### src/dcp_pkg.sv
// Constants shared by the decoder control port files.
// Assumes one 20 MHz core clock and an asynchronous active-high reset.
package dcp_pkg;

  // ****************************************
  // Register space
  // ****************************************
  localparam int          DCP_ADDR_W   = 6;                 // 64 control registers
  localparam int          DCP_DATA_W   = 8;                 // Byte wide host bus
  localparam int          DCP_NUM_REGS = 64;
  localparam logic [5:0]  DCP_PTR_LAST = 6'h3F;             // Pointer stops here
  localparam logic [5:0]  DCP_PTR_RST  = 6'h00;             // Pointer after reset

  // ****************************************
  // Parallel port decode
  // ****************************************
  localparam logic        DCP_SEL_PTR  = 1'b0;              // Address line low: pointer
  localparam logic        DCP_SEL_DATA = 1'b1;              // Address line high: data

  // ****************************************
  // Serial port
  // ****************************************
  localparam logic [3:0]  DCP_SER_BASE = 4'h4;              // Arbitrary upper address bits
  localparam logic [3:0]  DCP_BITS_BYTE = 4'h8;             // Bits in one serial byte
  localparam int          DCP_SYNC_STAGES = 3;              // Pin synchroniser depth

  // Serial slave states
  typedef enum logic [3:0] {
    DCP_S_IDLE,
    DCP_S_ADDR,
    DCP_S_ADDR_ACK,
    DCP_S_PTR,
    DCP_S_PTR_ACK,
    DCP_S_WDATA,
    DCP_S_WDATA_ACK,
    DCP_S_RDATA,
    DCP_S_RDATA_ACK
  } dcp_ser_state_type;

endpackage

### src/dcp_sync.sv
// Pin synchroniser with agreement filter, one instance per pin.
// Assumes the pin is asynchronous to core_clk_in; output settles after agreement.
`timescale 1ns/1ps
module dcp_sync #(
  parameter logic RST_VAL = 1'b1                            // Idle level of the pin
) (
  input  wire logic core_clk_in,
  input  wire logic reset_in,
  input  wire logic pin_in,
  output logic      level_out
);
  import dcp_pkg::*;

  // ****************************************
  // Three stage chain
  // ****************************************
  logic [DCP_SYNC_STAGES-1:0] chain_q;                      // [0] is the metastable stage

  // Shift pin through the chain
  always_ff @(posedge core_clk_in or posedge reset_in) begin
    if (reset_in) begin
      chain_q <= {DCP_SYNC_STAGES{RST_VAL}};
    end else begin
      chain_q <= {chain_q[DCP_SYNC_STAGES-2:0], pin_in};
    end
  end

  // Accept a change only once stages two and three agree
  always_ff @(posedge core_clk_in or posedge reset_in) begin
    if (reset_in) begin
      level_out <= RST_VAL;
    end else if (chain_q[1] == chain_q[2]) begin
      level_out <= chain_q[2];
    end
  end

endmodule

### src/dcp_top.sv
// Decoder control port: parallel and serial host access to 64 control registers.
// Assumes asynchronous host pins, a 20 MHz core clock and a separate core read port.
`timescale 1ns/1ps

// What this block does
// - Select pin picks parallel or serial port
// - Parallel port twelve pins, serial five pins
// - One address line: pointer or data register
// - Pointer auto-increments, sticks at 3Fh
// - Serial port reaches the same registers
// - Serial device address from three pins
// - Reset idles state machines, enters power-down
// - Register contents survive power-down
module dcp_top (
  input  wire logic                          core_clk_in,
  input  wire logic                          reset_in,
  // Port select, low selects serial
  input  wire logic                          port_select_n_in,
  // Parallel port: 8 data + address + chip select + read + write = 12 pins
  input  wire logic [dcp_pkg::DCP_DATA_W-1:0] host_data_bus_in,
  output logic      [dcp_pkg::DCP_DATA_W-1:0] host_data_bus_out,
  output logic                               host_data_bus_oe_out,
  input  wire logic                          host_addr_in,
  input  wire logic                          host_cs_n_in,
  input  wire logic                          host_rd_n_in,
  input  wire logic                          host_wr_n_in,
  // Serial port: clock, data, three address pins = 5 pins
  input  wire logic                          ser_clk_in,
  input  wire logic                          ser_data_in,
  output logic                               ser_data_out,
  output logic                               ser_data_oe_out,
  input  wire logic [2:0]                    serial_device_addr_pins_in,
  // Decoder core side
  input  wire logic [dcp_pkg::DCP_ADDR_W-1:0] core_addr_in,
  output logic      [dcp_pkg::DCP_DATA_W-1:0] core_data_out,
  output logic                               power_down_out
);
  import dcp_pkg::*;

  // ****************************************
  // Synchronised pins
  // ****************************************
  logic                  sel_n_s;                           // Port select
  logic                  addr_s;                            // Parallel address line
  logic                  cs_n_s;                            // Chip select
  logic                  rd_n_s;                            // Read strobe
  logic                  wr_n_s;                            // Write strobe
  logic                  scl_s;                             // Serial clock
  logic                  sda_s;                             // Serial data
  logic [DCP_DATA_W-1:0] bus_s;                             // Parallel data
  logic [2:0]            sa_s;                              // Serial address pins
  logic [17:0]           pins_raw;                          // Packed raw pins
  logic [17:0]           pins_sync;                         // Packed clean pins

  assign pins_raw = {port_select_n_in, host_addr_in, host_cs_n_in, host_rd_n_in, host_wr_n_in,
                     ser_clk_in, ser_data_in, host_data_bus_in, serial_device_addr_pins_in};

  // One synchroniser per pin, idle high; address pins settle long before a first start
  for (genvar g = 0; g < 18; g++) begin : g_sync
    dcp_sync #(.RST_VAL(1'b1)) u_sync (
      .core_clk_in (core_clk_in),
      .reset_in    (reset_in),
      .pin_in      (pins_raw[g]),
      .level_out   (pins_sync[g])
    );
  end

  assign {sel_n_s, addr_s, cs_n_s, rd_n_s, wr_n_s, scl_s, sda_s, bus_s, sa_s} = pins_sync;

  // ****************************************
  // Mode and edges
  // ****************************************
  logic par_mode;                                           // Parallel port active
  logic wr_n_q;                                             // Last write strobe
  logic rd_n_q;                                             // Last read strobe
  logic scl_q;                                              // Last serial clock
  logic sda_q;                                              // Last serial data
  logic par_wr_end;                                         // Write strobe released
  logic par_rd_end;                                         // Read strobe released
  logic scl_rise, scl_fall, ser_start, ser_stop;            // Serial bus events

  assign par_mode   = sel_n_s;
  assign par_wr_end = par_mode && !cs_n_s && !wr_n_q && wr_n_s;
  assign par_rd_end = par_mode && !cs_n_s && !rd_n_q && rd_n_s;
  assign scl_rise   = !par_mode && !scl_q && scl_s;
  assign scl_fall   = !par_mode && scl_q && !scl_s;
  // Data may only change with clock high for start and stop
  assign ser_start  = !par_mode && scl_q && scl_s && sda_q && !sda_s;
  assign ser_stop   = !par_mode && scl_q && scl_s && !sda_q && sda_s;

  // Edge history of the cleaned strobes
  always_ff @(posedge core_clk_in or posedge reset_in) begin
    if (reset_in) begin
      wr_n_q <= 1'b1;
      rd_n_q <= 1'b1;
      scl_q  <= 1'b1;
      sda_q  <= 1'b1;
    end else begin
      wr_n_q <= wr_n_s;
      rd_n_q <= rd_n_s;
      scl_q  <= scl_s;
      sda_q  <= sda_s;
    end
  end

  // ****************************************
  // Register storage and pointer
  // ****************************************
  logic [DCP_DATA_W-1:0] regs_q [DCP_NUM_REGS];             // No reset: kept through power-down
  logic [DCP_ADDR_W-1:0] ptr_q;                             // Shared address pointer
  logic                  reg_we;                            // Write into regs_q[ptr_q]
  logic [DCP_DATA_W-1:0] reg_wdata;
  logic                  ptr_load;                          // Load pointer
  logic [DCP_ADDR_W-1:0] ptr_ldval;
  logic                  ptr_step;                          // Data access done
  dcp_ser_state_type     ser_state_q;
  logic [DCP_DATA_W-1:0] ser_shift_q;
  logic [3:0]            ser_cnt_q;

  // Saturating increment, stops at the last register
  function automatic logic [DCP_ADDR_W-1:0] ptr_next(input logic [DCP_ADDR_W-1:0] p);
    ptr_next = (p == DCP_PTR_LAST) ? p : p + 6'h01;
  endfunction

  // Write sources: parallel data write or completed serial data byte
  always_comb begin
    reg_we    = 1'b0;
    reg_wdata = bus_s;
    ptr_load  = 1'b0;
    ptr_ldval = bus_s[DCP_ADDR_W-1:0];
    ptr_step  = 1'b0;
    if (par_mode) begin
      if (par_wr_end && addr_s == DCP_SEL_PTR) begin
        ptr_load = 1'b1;
      end else if (par_wr_end) begin
        reg_we   = 1'b1;
        ptr_step = 1'b1;
      end else if (par_rd_end && addr_s == DCP_SEL_DATA) begin
        ptr_step = 1'b1;
      end
    end else if (scl_fall) begin
      if (ser_state_q == DCP_S_PTR && ser_cnt_q == DCP_BITS_BYTE) begin
        ptr_load  = 1'b1;
        ptr_ldval = ser_shift_q[DCP_ADDR_W-1:0];
      end else if (ser_state_q == DCP_S_WDATA && ser_cnt_q == DCP_BITS_BYTE) begin
        reg_we    = 1'b1;
        reg_wdata = ser_shift_q;
        ptr_step  = 1'b1;
      end else if (ser_state_q == DCP_S_RDATA && ser_cnt_q == 4'h7) begin
        ptr_step  = 1'b1;                                   // Every byte read, nack too
      end
    end
  end

  // Storage has no reset so contents outlive power-down
  always_ff @(posedge core_clk_in) begin
    if (reg_we && !reset_in) begin
      regs_q[ptr_q] <= reg_wdata;
    end
  end

  // Pointer: load replaces, data access steps
  always_ff @(posedge core_clk_in or posedge reset_in) begin
    if (reset_in) begin
      ptr_q <= DCP_PTR_RST;
    end else if (ptr_load) begin
      ptr_q <= ptr_ldval;
    end else if (ptr_step) begin
      ptr_q <= ptr_next(ptr_q);
    end
  end

  // ****************************************
  // Serial slave
  // ****************************************
  logic [6:0] ser_dev_addr;                                 // Own serial address
  assign ser_dev_addr = {DCP_SER_BASE, sa_s};

  // Byte engine, started and stopped by bus conditions
  always_ff @(posedge core_clk_in or posedge reset_in) begin
    if (reset_in) begin
      ser_state_q <= DCP_S_IDLE;
      ser_shift_q <= 8'h00;
      ser_cnt_q   <= 4'h0;
    end else if (par_mode || ser_stop) begin
      ser_state_q <= DCP_S_IDLE;
    end else if (ser_start) begin
      ser_state_q <= DCP_S_ADDR;
      ser_cnt_q   <= 4'h0;
    end else if (scl_rise) begin
      unique case (ser_state_q)
        DCP_S_ADDR, DCP_S_PTR, DCP_S_WDATA: begin
          ser_shift_q <= {ser_shift_q[6:0], sda_s};
          ser_cnt_q   <= ser_cnt_q + 4'h1;
        end
        DCP_S_RDATA_ACK: begin
          // Master nack ends the read burst
          if (sda_s) begin
            ser_state_q <= DCP_S_IDLE;
          end
        end
        default: begin
          ser_cnt_q <= ser_cnt_q;
        end
      endcase
    end else if (scl_fall) begin
      unique case (ser_state_q)
        DCP_S_ADDR: begin
          if (ser_cnt_q == DCP_BITS_BYTE) begin
            ser_state_q <= (ser_shift_q[7:1] == ser_dev_addr) ? DCP_S_ADDR_ACK : DCP_S_IDLE;
          end
        end
        DCP_S_ADDR_ACK: begin
          ser_cnt_q <= 4'h0;
          if (ser_shift_q[0]) begin
            ser_state_q <= DCP_S_RDATA;
            ser_shift_q <= regs_q[ptr_q];
          end else begin
            ser_state_q <= DCP_S_PTR;
          end
        end
        DCP_S_PTR: begin
          if (ser_cnt_q == DCP_BITS_BYTE) begin
            ser_state_q <= DCP_S_PTR_ACK;
          end
        end
        DCP_S_WDATA: begin
          if (ser_cnt_q == DCP_BITS_BYTE) begin
            ser_state_q <= DCP_S_WDATA_ACK;
          end
        end
        DCP_S_PTR_ACK, DCP_S_WDATA_ACK: begin
          ser_state_q <= DCP_S_WDATA;
          ser_cnt_q   <= 4'h0;
        end
        DCP_S_RDATA: begin
          ser_shift_q <= {ser_shift_q[6:0], 1'b0};
          ser_cnt_q   <= ser_cnt_q + 4'h1;
          if (ser_cnt_q == 4'h7) begin
            ser_state_q <= DCP_S_RDATA_ACK;
          end
        end
        DCP_S_RDATA_ACK: begin
          // Pointer already stepped; fetch the next register
          ser_state_q <= DCP_S_RDATA;
          ser_shift_q <= regs_q[ptr_q];
          ser_cnt_q   <= 4'h0;
        end
        default: begin
          ser_state_q <= DCP_S_IDLE;
        end
      endcase
    end
  end

  // Open drain: drive only zeros, ack slots and read zeros
  always_comb begin
    ser_data_out    = 1'b0;
    ser_data_oe_out = (ser_state_q == DCP_S_ADDR_ACK) || (ser_state_q == DCP_S_PTR_ACK) ||
                      (ser_state_q == DCP_S_WDATA_ACK) ||
                      (ser_state_q == DCP_S_RDATA && !ser_shift_q[7]);
  end

  // ****************************************
  // Parallel read data and core port
  // ****************************************
  // Read data refreshed every cycle from the decoded target
  always_ff @(posedge core_clk_in or posedge reset_in) begin
    if (reset_in) begin
      host_data_bus_out <= 8'h00;
    end else if (addr_s == DCP_SEL_PTR) begin
      host_data_bus_out <= {2'b00, ptr_q};
    end else begin
      host_data_bus_out <= regs_q[ptr_q];
    end
  end

  // Drive only while selected and reading in parallel mode
  assign host_data_bus_oe_out = par_mode && !cs_n_s && !rd_n_s;

  // Core read of any register, independent of host traffic
  always_ff @(posedge core_clk_in) begin
    core_data_out <= regs_q[core_addr_in];
  end

  // Power-down follows reset; registers untouched
  always_ff @(posedge core_clk_in or posedge reset_in) begin
    if (reset_in) begin
      power_down_out <= 1'b1;
    end else begin
      power_down_out <= 1'b0;
    end
  end

endmodule

### config.mk
export PLATFORM = sky130hd
export DESIGN_NAME = dcp_top
export DESIGN_NICKNAME = d
export VERILOG_FILES = /design/src/dcp_pkg.sv /design/src/dcp_sync.sv /design/src/dcp_top.sv
export SDC_FILE = /design/constraint.sdc
export NUM_CORES = 1
export LEC_CHECK = 0
export BUFFER_PORTS_ARGS = -buffer_cell sky130_fd_sc_hd__buf_2
export CAP_MARGIN = 10
export CORE_MARGIN = 2
export CORE_UTILIZATION = 63
export DETAILED_ROUTE_END_ITERATION = 6
export PLACE_DENSITY = 0.78
export SLEW_MARGIN = 20
export SYNTH_ARGS = -nofsm -noshare
export SYNTH_HDL_FRONTEND = slang
export SYNTH_SLANG_ARGS = --single-unit
### constraint.sdc
create_clock -name core_clk_in -period 3.7 [get_ports core_clk_in]
set_input_delay 0.555 -clock core_clk_in [delete_from_list [all_inputs] [get_ports core_clk_in]]
set_output_delay 0.555 -clock core_clk_in [all_outputs]
set_load 0.02 [all_outputs]
# Word-level counts from Yosys, hierarchy flattened
# Memory sizes are Yosys's and may differ from the RTL's. A register that Yosys moved wholly into a read port is not among the register bits.
# Index checks and enable logic that the tools add are counted.
# totals
input_bits	26
memories	1
regBits	107
mem_bits_rw	512
# op_classes
mux	54
bitwise_logic	3
n_eq_ne	40
add_sub_neg	2
reduce_logical	51
# memory_table
name	depth	width	rd	rd_clocked_by_memory_dff	wr	line_no	text
regs_q	64	8	2	1	1	dcp_top.sv:109	logic [DCP_DATA_W-1:0] regs_q [DCP_NUM_REGS];
# op_table
op	count
two-way mux 8 bit	9
two-way mux 4 bit	14
two-way mux 6 bit	6
one-hot mux 4 bit (7 select lines)	1
one-hot mux 8 bit (3 select lines)	1
logical AND 1 bit	22
== test 4 x 3 -> 1 bit, second input constant	5
two-way mux 1 bit	20
== test 1 bit	18
nonzero test 4 bit	3
logical NOT 1 bit	11
!= test 5 x 3 -> 1 bit, second input constant	2
!= test 5 bit, second input constant	2
== test 4 x 2 -> 1 bit, second input constant	2
== test 4 bit, second input constant	2
!= test 4 x 1 -> 1 bit, second input constant	2
one-hot mux 4 bit (2 select lines)	1
== test 7 x 6 -> 1 bit	1
AND reduction 7 bit	1
adder 6 x 1 -> 6 bit, second input constant	1
== test 6 bit, second input constant	1
AND reduction 6 bit	1
AND reduction 5 bit	1
adder 4 x 1 -> 4 bit, second input constant	1
other kinds (16)	22

# Depth between registers and ports, before layout
# logic_depth
word_depth	11
mapped_depth	10
ltp_nobuf	8

# Modules after synthesis
# From an unflattened synthesis, not the netlist that was laid out.
# hier_totals
cells_unflattened	1812
area_unflattened_um2	28641.2
# modules_own_cells
mod	instances	area_per_inst_um2	cells_each	seq_area_each_um2
dcp_top	1	26479.1	1704	16417.0
dcp_sync	18	120.1	6	105.1

# Worst setup path before layout
# Ideal clock, no wire load.
# synth_timing
kind	register -> register
start	register scl_q
end	memory regs_q[42][0], enable pin
required_time_ns	3.330
n_path_buf	1
arrival_ns	2.595
path_slack_ns	0.734
path_stages_with_launch	8
path_cell_list	dfstp_2 > or3b_4 > or4_4 > buf_6 > and2_4 > nor3_4 > nand2_4 > nor2_1
# synth_between
elab_chain_cells	7
# synth_rtl
item	line_no	text
start, declared	dcp_top.sv:76	logic scl_q;
start signal, assigned	dcp_top.sv:101	scl_q <= scl_s;
logical AND 1 bit (2 in a row)	dcp_top.sv:86	assign scl_fall = !par_mode && scl_q && !scl_s;
two-way mux 1 bit	dcp_top.sv:141	end else if (scl_fall) begin
two-way mux 1 bit	dcp_top.sv:132	if (par_mode) begin
logical AND 1 bit	dcp_top.sv:157	if (reg_we && !reset_in) begin
two-way mux 1 bit	dcp_top.sv:157	
two-way mux 1 bit (not written as such)	dcp_top.sv:158	regs_q[ptr_q] <= reg_wdata;
end, declared	dcp_top.sv:109	
# No other way between the ends.

# Worst setup path after layout
# layout_timing
start	register ptr_q[1]
end	register ser_shift_q[5]
# layout_between
elab_chain_cells	5
# layout_rtl
item	line_no	text
start, declared	dcp_top.sv:110	logic [DCP_ADDR_W-1:0] ptr_q;
start signal, assigned	dcp_top.sv:167	ptr_q <= ptr_ldval;
start signal, assigned	dcp_top.sv:169	ptr_q <= ptr_next(ptr_q);
memory read (64 x 8 bit) *	--	
two-way mux 8 bit	dcp_top.sv:215	if (ser_shift_q[0]) begin
one-hot mux 8 bit (3 select lines) *	dcp_top.sv:207	unique case (ser_state_q)
two-way mux 8 bit *	dcp_top.sv:206	end else if (scl_fall) begin
two-way mux 8 bit *	dcp_top.sv:190	end else if (scl_rise) begin
end signal, assigned	dcp_top.sv:193	ser_shift_q <= {ser_shift_q[6:0], sda_s};
end signal, assigned	dcp_top.sv:217	ser_shift_q <= regs_q[ptr_q];
end signal, assigned	dcp_top.sv:237	ser_shift_q <= {ser_shift_q[6:0], 1'b0};
end, declared	dcp_top.sv:117	logic [DCP_DATA_W-1:0] ser_shift_q;
# Mark *: on every way between the ends. The rest lies on a longest branch, timed or not. The select of a mux whose other input is x is not followed.
# A chain may end at the register's enable or synchronous reset.

==> results.sh <==
export IMPL_status="finished, violations left"
export IMPL_failed_checks="DRC"
export IMPL_pin_count=46
export IMPL_placedCellCount=2414
export IMPL_seq_area_frac_synth_pct=64.07
export IMPL_setup_slack_ns=0.08108
export IMPL_antenna_found_initial=2
export IMPL_p_leak_nw=10.94
export IMPL_fin_cells=2527
export IMPL_cts_made_buffers=61
export IMPL_htreeDepth=2
export IMPL_syn_avg_cell_area_um2=16.19
export IMPL_drt_pass1_iter_count=7
export IMPL_cts_hold_buf=0
export IMPL_hold_slack_ns=0.02039
export IMPL_core_region_area_mm2=0.04509
export IMPL_tns_ns=0
export IMPL_final_cell_area_mm2=0.03209
export IMPL_min_path_type="in -> reg"
export IMPL_place_congestion=0.9570
export IMPL_synth_main_ff_cell="edfxtp_1"
export IMPL_grt_ovfl_total=0
export IMPL_synth_seq_cells=627
export IMPL_cts_tree="done"
export IMPL_synthArstFlopShare_pct=17.07
export IMPL_fmax_mhz=276.3
export IMPL_drive_gt1_share_pct=30.25
export IMPL_clk_path_buf_depth=3
export IMPL_grt_pass1_vias=18220
export IMPL_cts_sinks=627
export IMPL_crit_path_end_kind="flop"
export IMPL_wl_per_cell_um=32.18
export IMPL_num_rows=78
export IMPL_path_class="reg -> reg"
export IMPL_routed_wl_um=81320
export IMPL_hpwl_um=53550
export IMPL_drtIter0Drc=2797
export IMPL_die_area_mm2=0.04708
export IMPL_syn_to_final_growth_pct=12.29
export IMPL_post_route_util_pct=71.17
export IMPL_rsz0062_at_grt="false"
export IMPL_drv_slew=0
export IMPL_cts_root_buf="clkbuf_16"
export IMPL_remaining_drc_errors=4
export IMPL_grt_usage_pct=35.32
export IMPL_fin_worst_skew_ns=0.02628
export IMPL_power_density_mw_per_mm2=628.8
export IMPL_io_buffers=44
export IMPL_reg2reg_slack_ns=0.08
export IMPL_cp_max_fo=24
export IMPL_grt_pass1_wl_um=120700
export IMPL_cp_arrival_ns=4.11
export IMPL_required_ns=4.20
export IMPL_post_cts_setup_buffers=0
export IMPL_cts_resized_gates=0
export IMPL_n_antenna_cell=0
export IMPL_period_share_pct=97.81
export IMPL_worstMarginPinSlew_ns=0.9280
export IMPL_routed_via_density=7.376
export IMPL_synth_edff_count=512
export IMPL_clk_pin_slew_ns=0.07
export IMPL_post_place_ws_ns=0.2093
export IMPL_cap_viol_max_count=0
export IMPL_setup_viol=0
export IMPL_synthDistinctLibCells=71
export IMPL_yosys_warnings=0
export IMPL_vias=18640
export IMPL_clock_latency_ns=0.65
export IMPL_synth_area_mm2=0.02858
export IMPL_layout_nets=1906
export IMPL_dpl_cell_area_mm2=0.03023
export IMPL_min_period_ns=3.619
export IMPL_synthCells=1765
export IMPL_slew_headroom_pct=37.80
export IMPL_drtAntennaViolNets=0
export IMPL_start_kind="flop"
export IMPL_start_util_pct=63.38
export IMPL_total_power_mw=20.18
export IMPL_vdd_ir_drop_max_v=0.0004738
export IMPL_die_w_um=217.0
export IMPL_die_height_um=217.0
export IMPL_grt_max_degree=81
export IMPL_hold_violations=0
==> cells in the final DEF (no fill, tap or decap), types with 7 or more instances in the layout <==
cell	count
a21oi_1	29
a221o_1	12
a221oi_1	55
a22oi_1	15
buf_12	13
buf_2	42
buf_4	131
clkbuf_1	9
clkbuf_16	62
clkinv_1	11
clkinv_2	18
dfrtp_1	28
dfstp_2	77
dfxtp_1	8
edfxtp_1	512
inv_1	47
maj3_1	18
mux2_2	16
mux2i_1	123
mux4_2	172
nand2_1	67
nand2_4	8
nand2b_1	12
nand3_1	10
nand3b_1	9
nor2_1	101
nor2_2	9
nor2b_1	8
nor4bb_1	7
o21a_1	13
o21ai_0	32
o22a_1	15
o22ai_1	63
o31ai_1	19
o32ai_1	36
xnor2_1	7
==> cell usage after synthesis (all sizes together), types with 10 or more instances <==
cell type / instances / area (um^2)
nand2b: 14 / 87.58
a221oi: 55 / 481.7
nand2: 75 / 341.6
o21ai: 32 / 160.2
a221o: 12 / 120.1
a21oi: 29 / 145.1
dfstp: 77 / 2023
mux2: 21 / 236.5
edfxtp: 512 / 15370
buf: 67 / 322.8
mux2i: 123 / 1231
maj3: 18 / 180.2
o22a: 15 / 131.4
nor2: 111 / 439.2
dfrtp: 30 / 750.7
o32ai: 36 / 315.3
o31ai: 19 / 142.6
nand3: 10 / 50.05
o21a: 13 / 97.59
inv: 48 / 180.2
o22ai: 63 / 394.1
clkbuf: 72 / 270.3
a22oi: 15 / 112.6
mux4: 172 / 3874
==> path summary, 6_finish.rpt <==
kind                       cells after the start                        start                      endpoint
setup / recovery                               8                     ptr_q[1]                ser_shift_q[5]
hold / removal                                 1                 host_addr_in  g_sync[16].u_sync.chain_q[0]
setup reg to reg                               8                     ptr_q[1]                ser_shift_q[5]
hold reg to reg                                0  g_sync[2].u_sync.chain_q[0]   g_sync[2].u_sync.chain_q[1]
max in group asynchronous                      3                     reset_in                        wr_n_q
min in group asynchronous                      2                     reset_in          host_data_bus_out[5]
==> layout make-up <==
type	count	area (um^2)
flip-flops and latches	627	18320
fillers	2833	13000
inverters	48	182.7
well taps	600	750.7
clock buffers	75	1625
multi-input cells	952	9517
repair buffers	187	1468
clock inverters	38	230.2
==> cell families after synthesis <==
family	after synthesis	share of synthesized area, %
flops	627	64.07
compound gates	319	8.210
mux	316	18.69
simple gates	285	5.272
buf+inv	187	2.706
fa+ha+maj	21	0.7619
xor+xnor	9	0.2759
other cells	1	0.01312
==> registers in the layout, summed over array words and instances, names as in the netlist <==
signal,count
scl_q,1
g_sync.u_sync.level_out,18
wr_n_q,1
core_data_out,8
sda_q,1
ser_state_q,4
ser_cnt_q,4
rd_n_q,1
host_data_bus_out,8
ser_shift_q,8
regs_q,512
g_sync.u_sync.chain_q,54
power_down_out,1
ptr_q,6
==> worst max-delay path, cell delays in order (launching register included) <==
cell and delay [ns]:
dfrtp_4 0.65, and2_2 0.52, buf_4 0.30, a221oi_1 0.35
nor2_1 0.08, o21ai_0 0.44, nor4bb_1 0.76, buf_4 0.25
o221ai_1 0.11
==> metal layers <==
layer | wire length (um) | global-route usage (%) | up-vias | share of wire (%)
met4 | 4407 | 16.48 | 4 | 5.4
met5 | 23 | 0 | - | 0.028
met1 | 29040 | 49.25 | 9339 | 36
met3 | 10590 | 8.679 | 289 | 13
li1 | - | - | 7394 | -
met2 | 37260 | 53.39 | 1614 | 46
==> power by group <==
group	leakage (nW)	switching, mW	internal [mW]
registers	5.88	0.285	7.92
clock network	0.916	2.66	3.18
logic	4.15	3.87	2.26
Power figures use the tool's default switching activity.
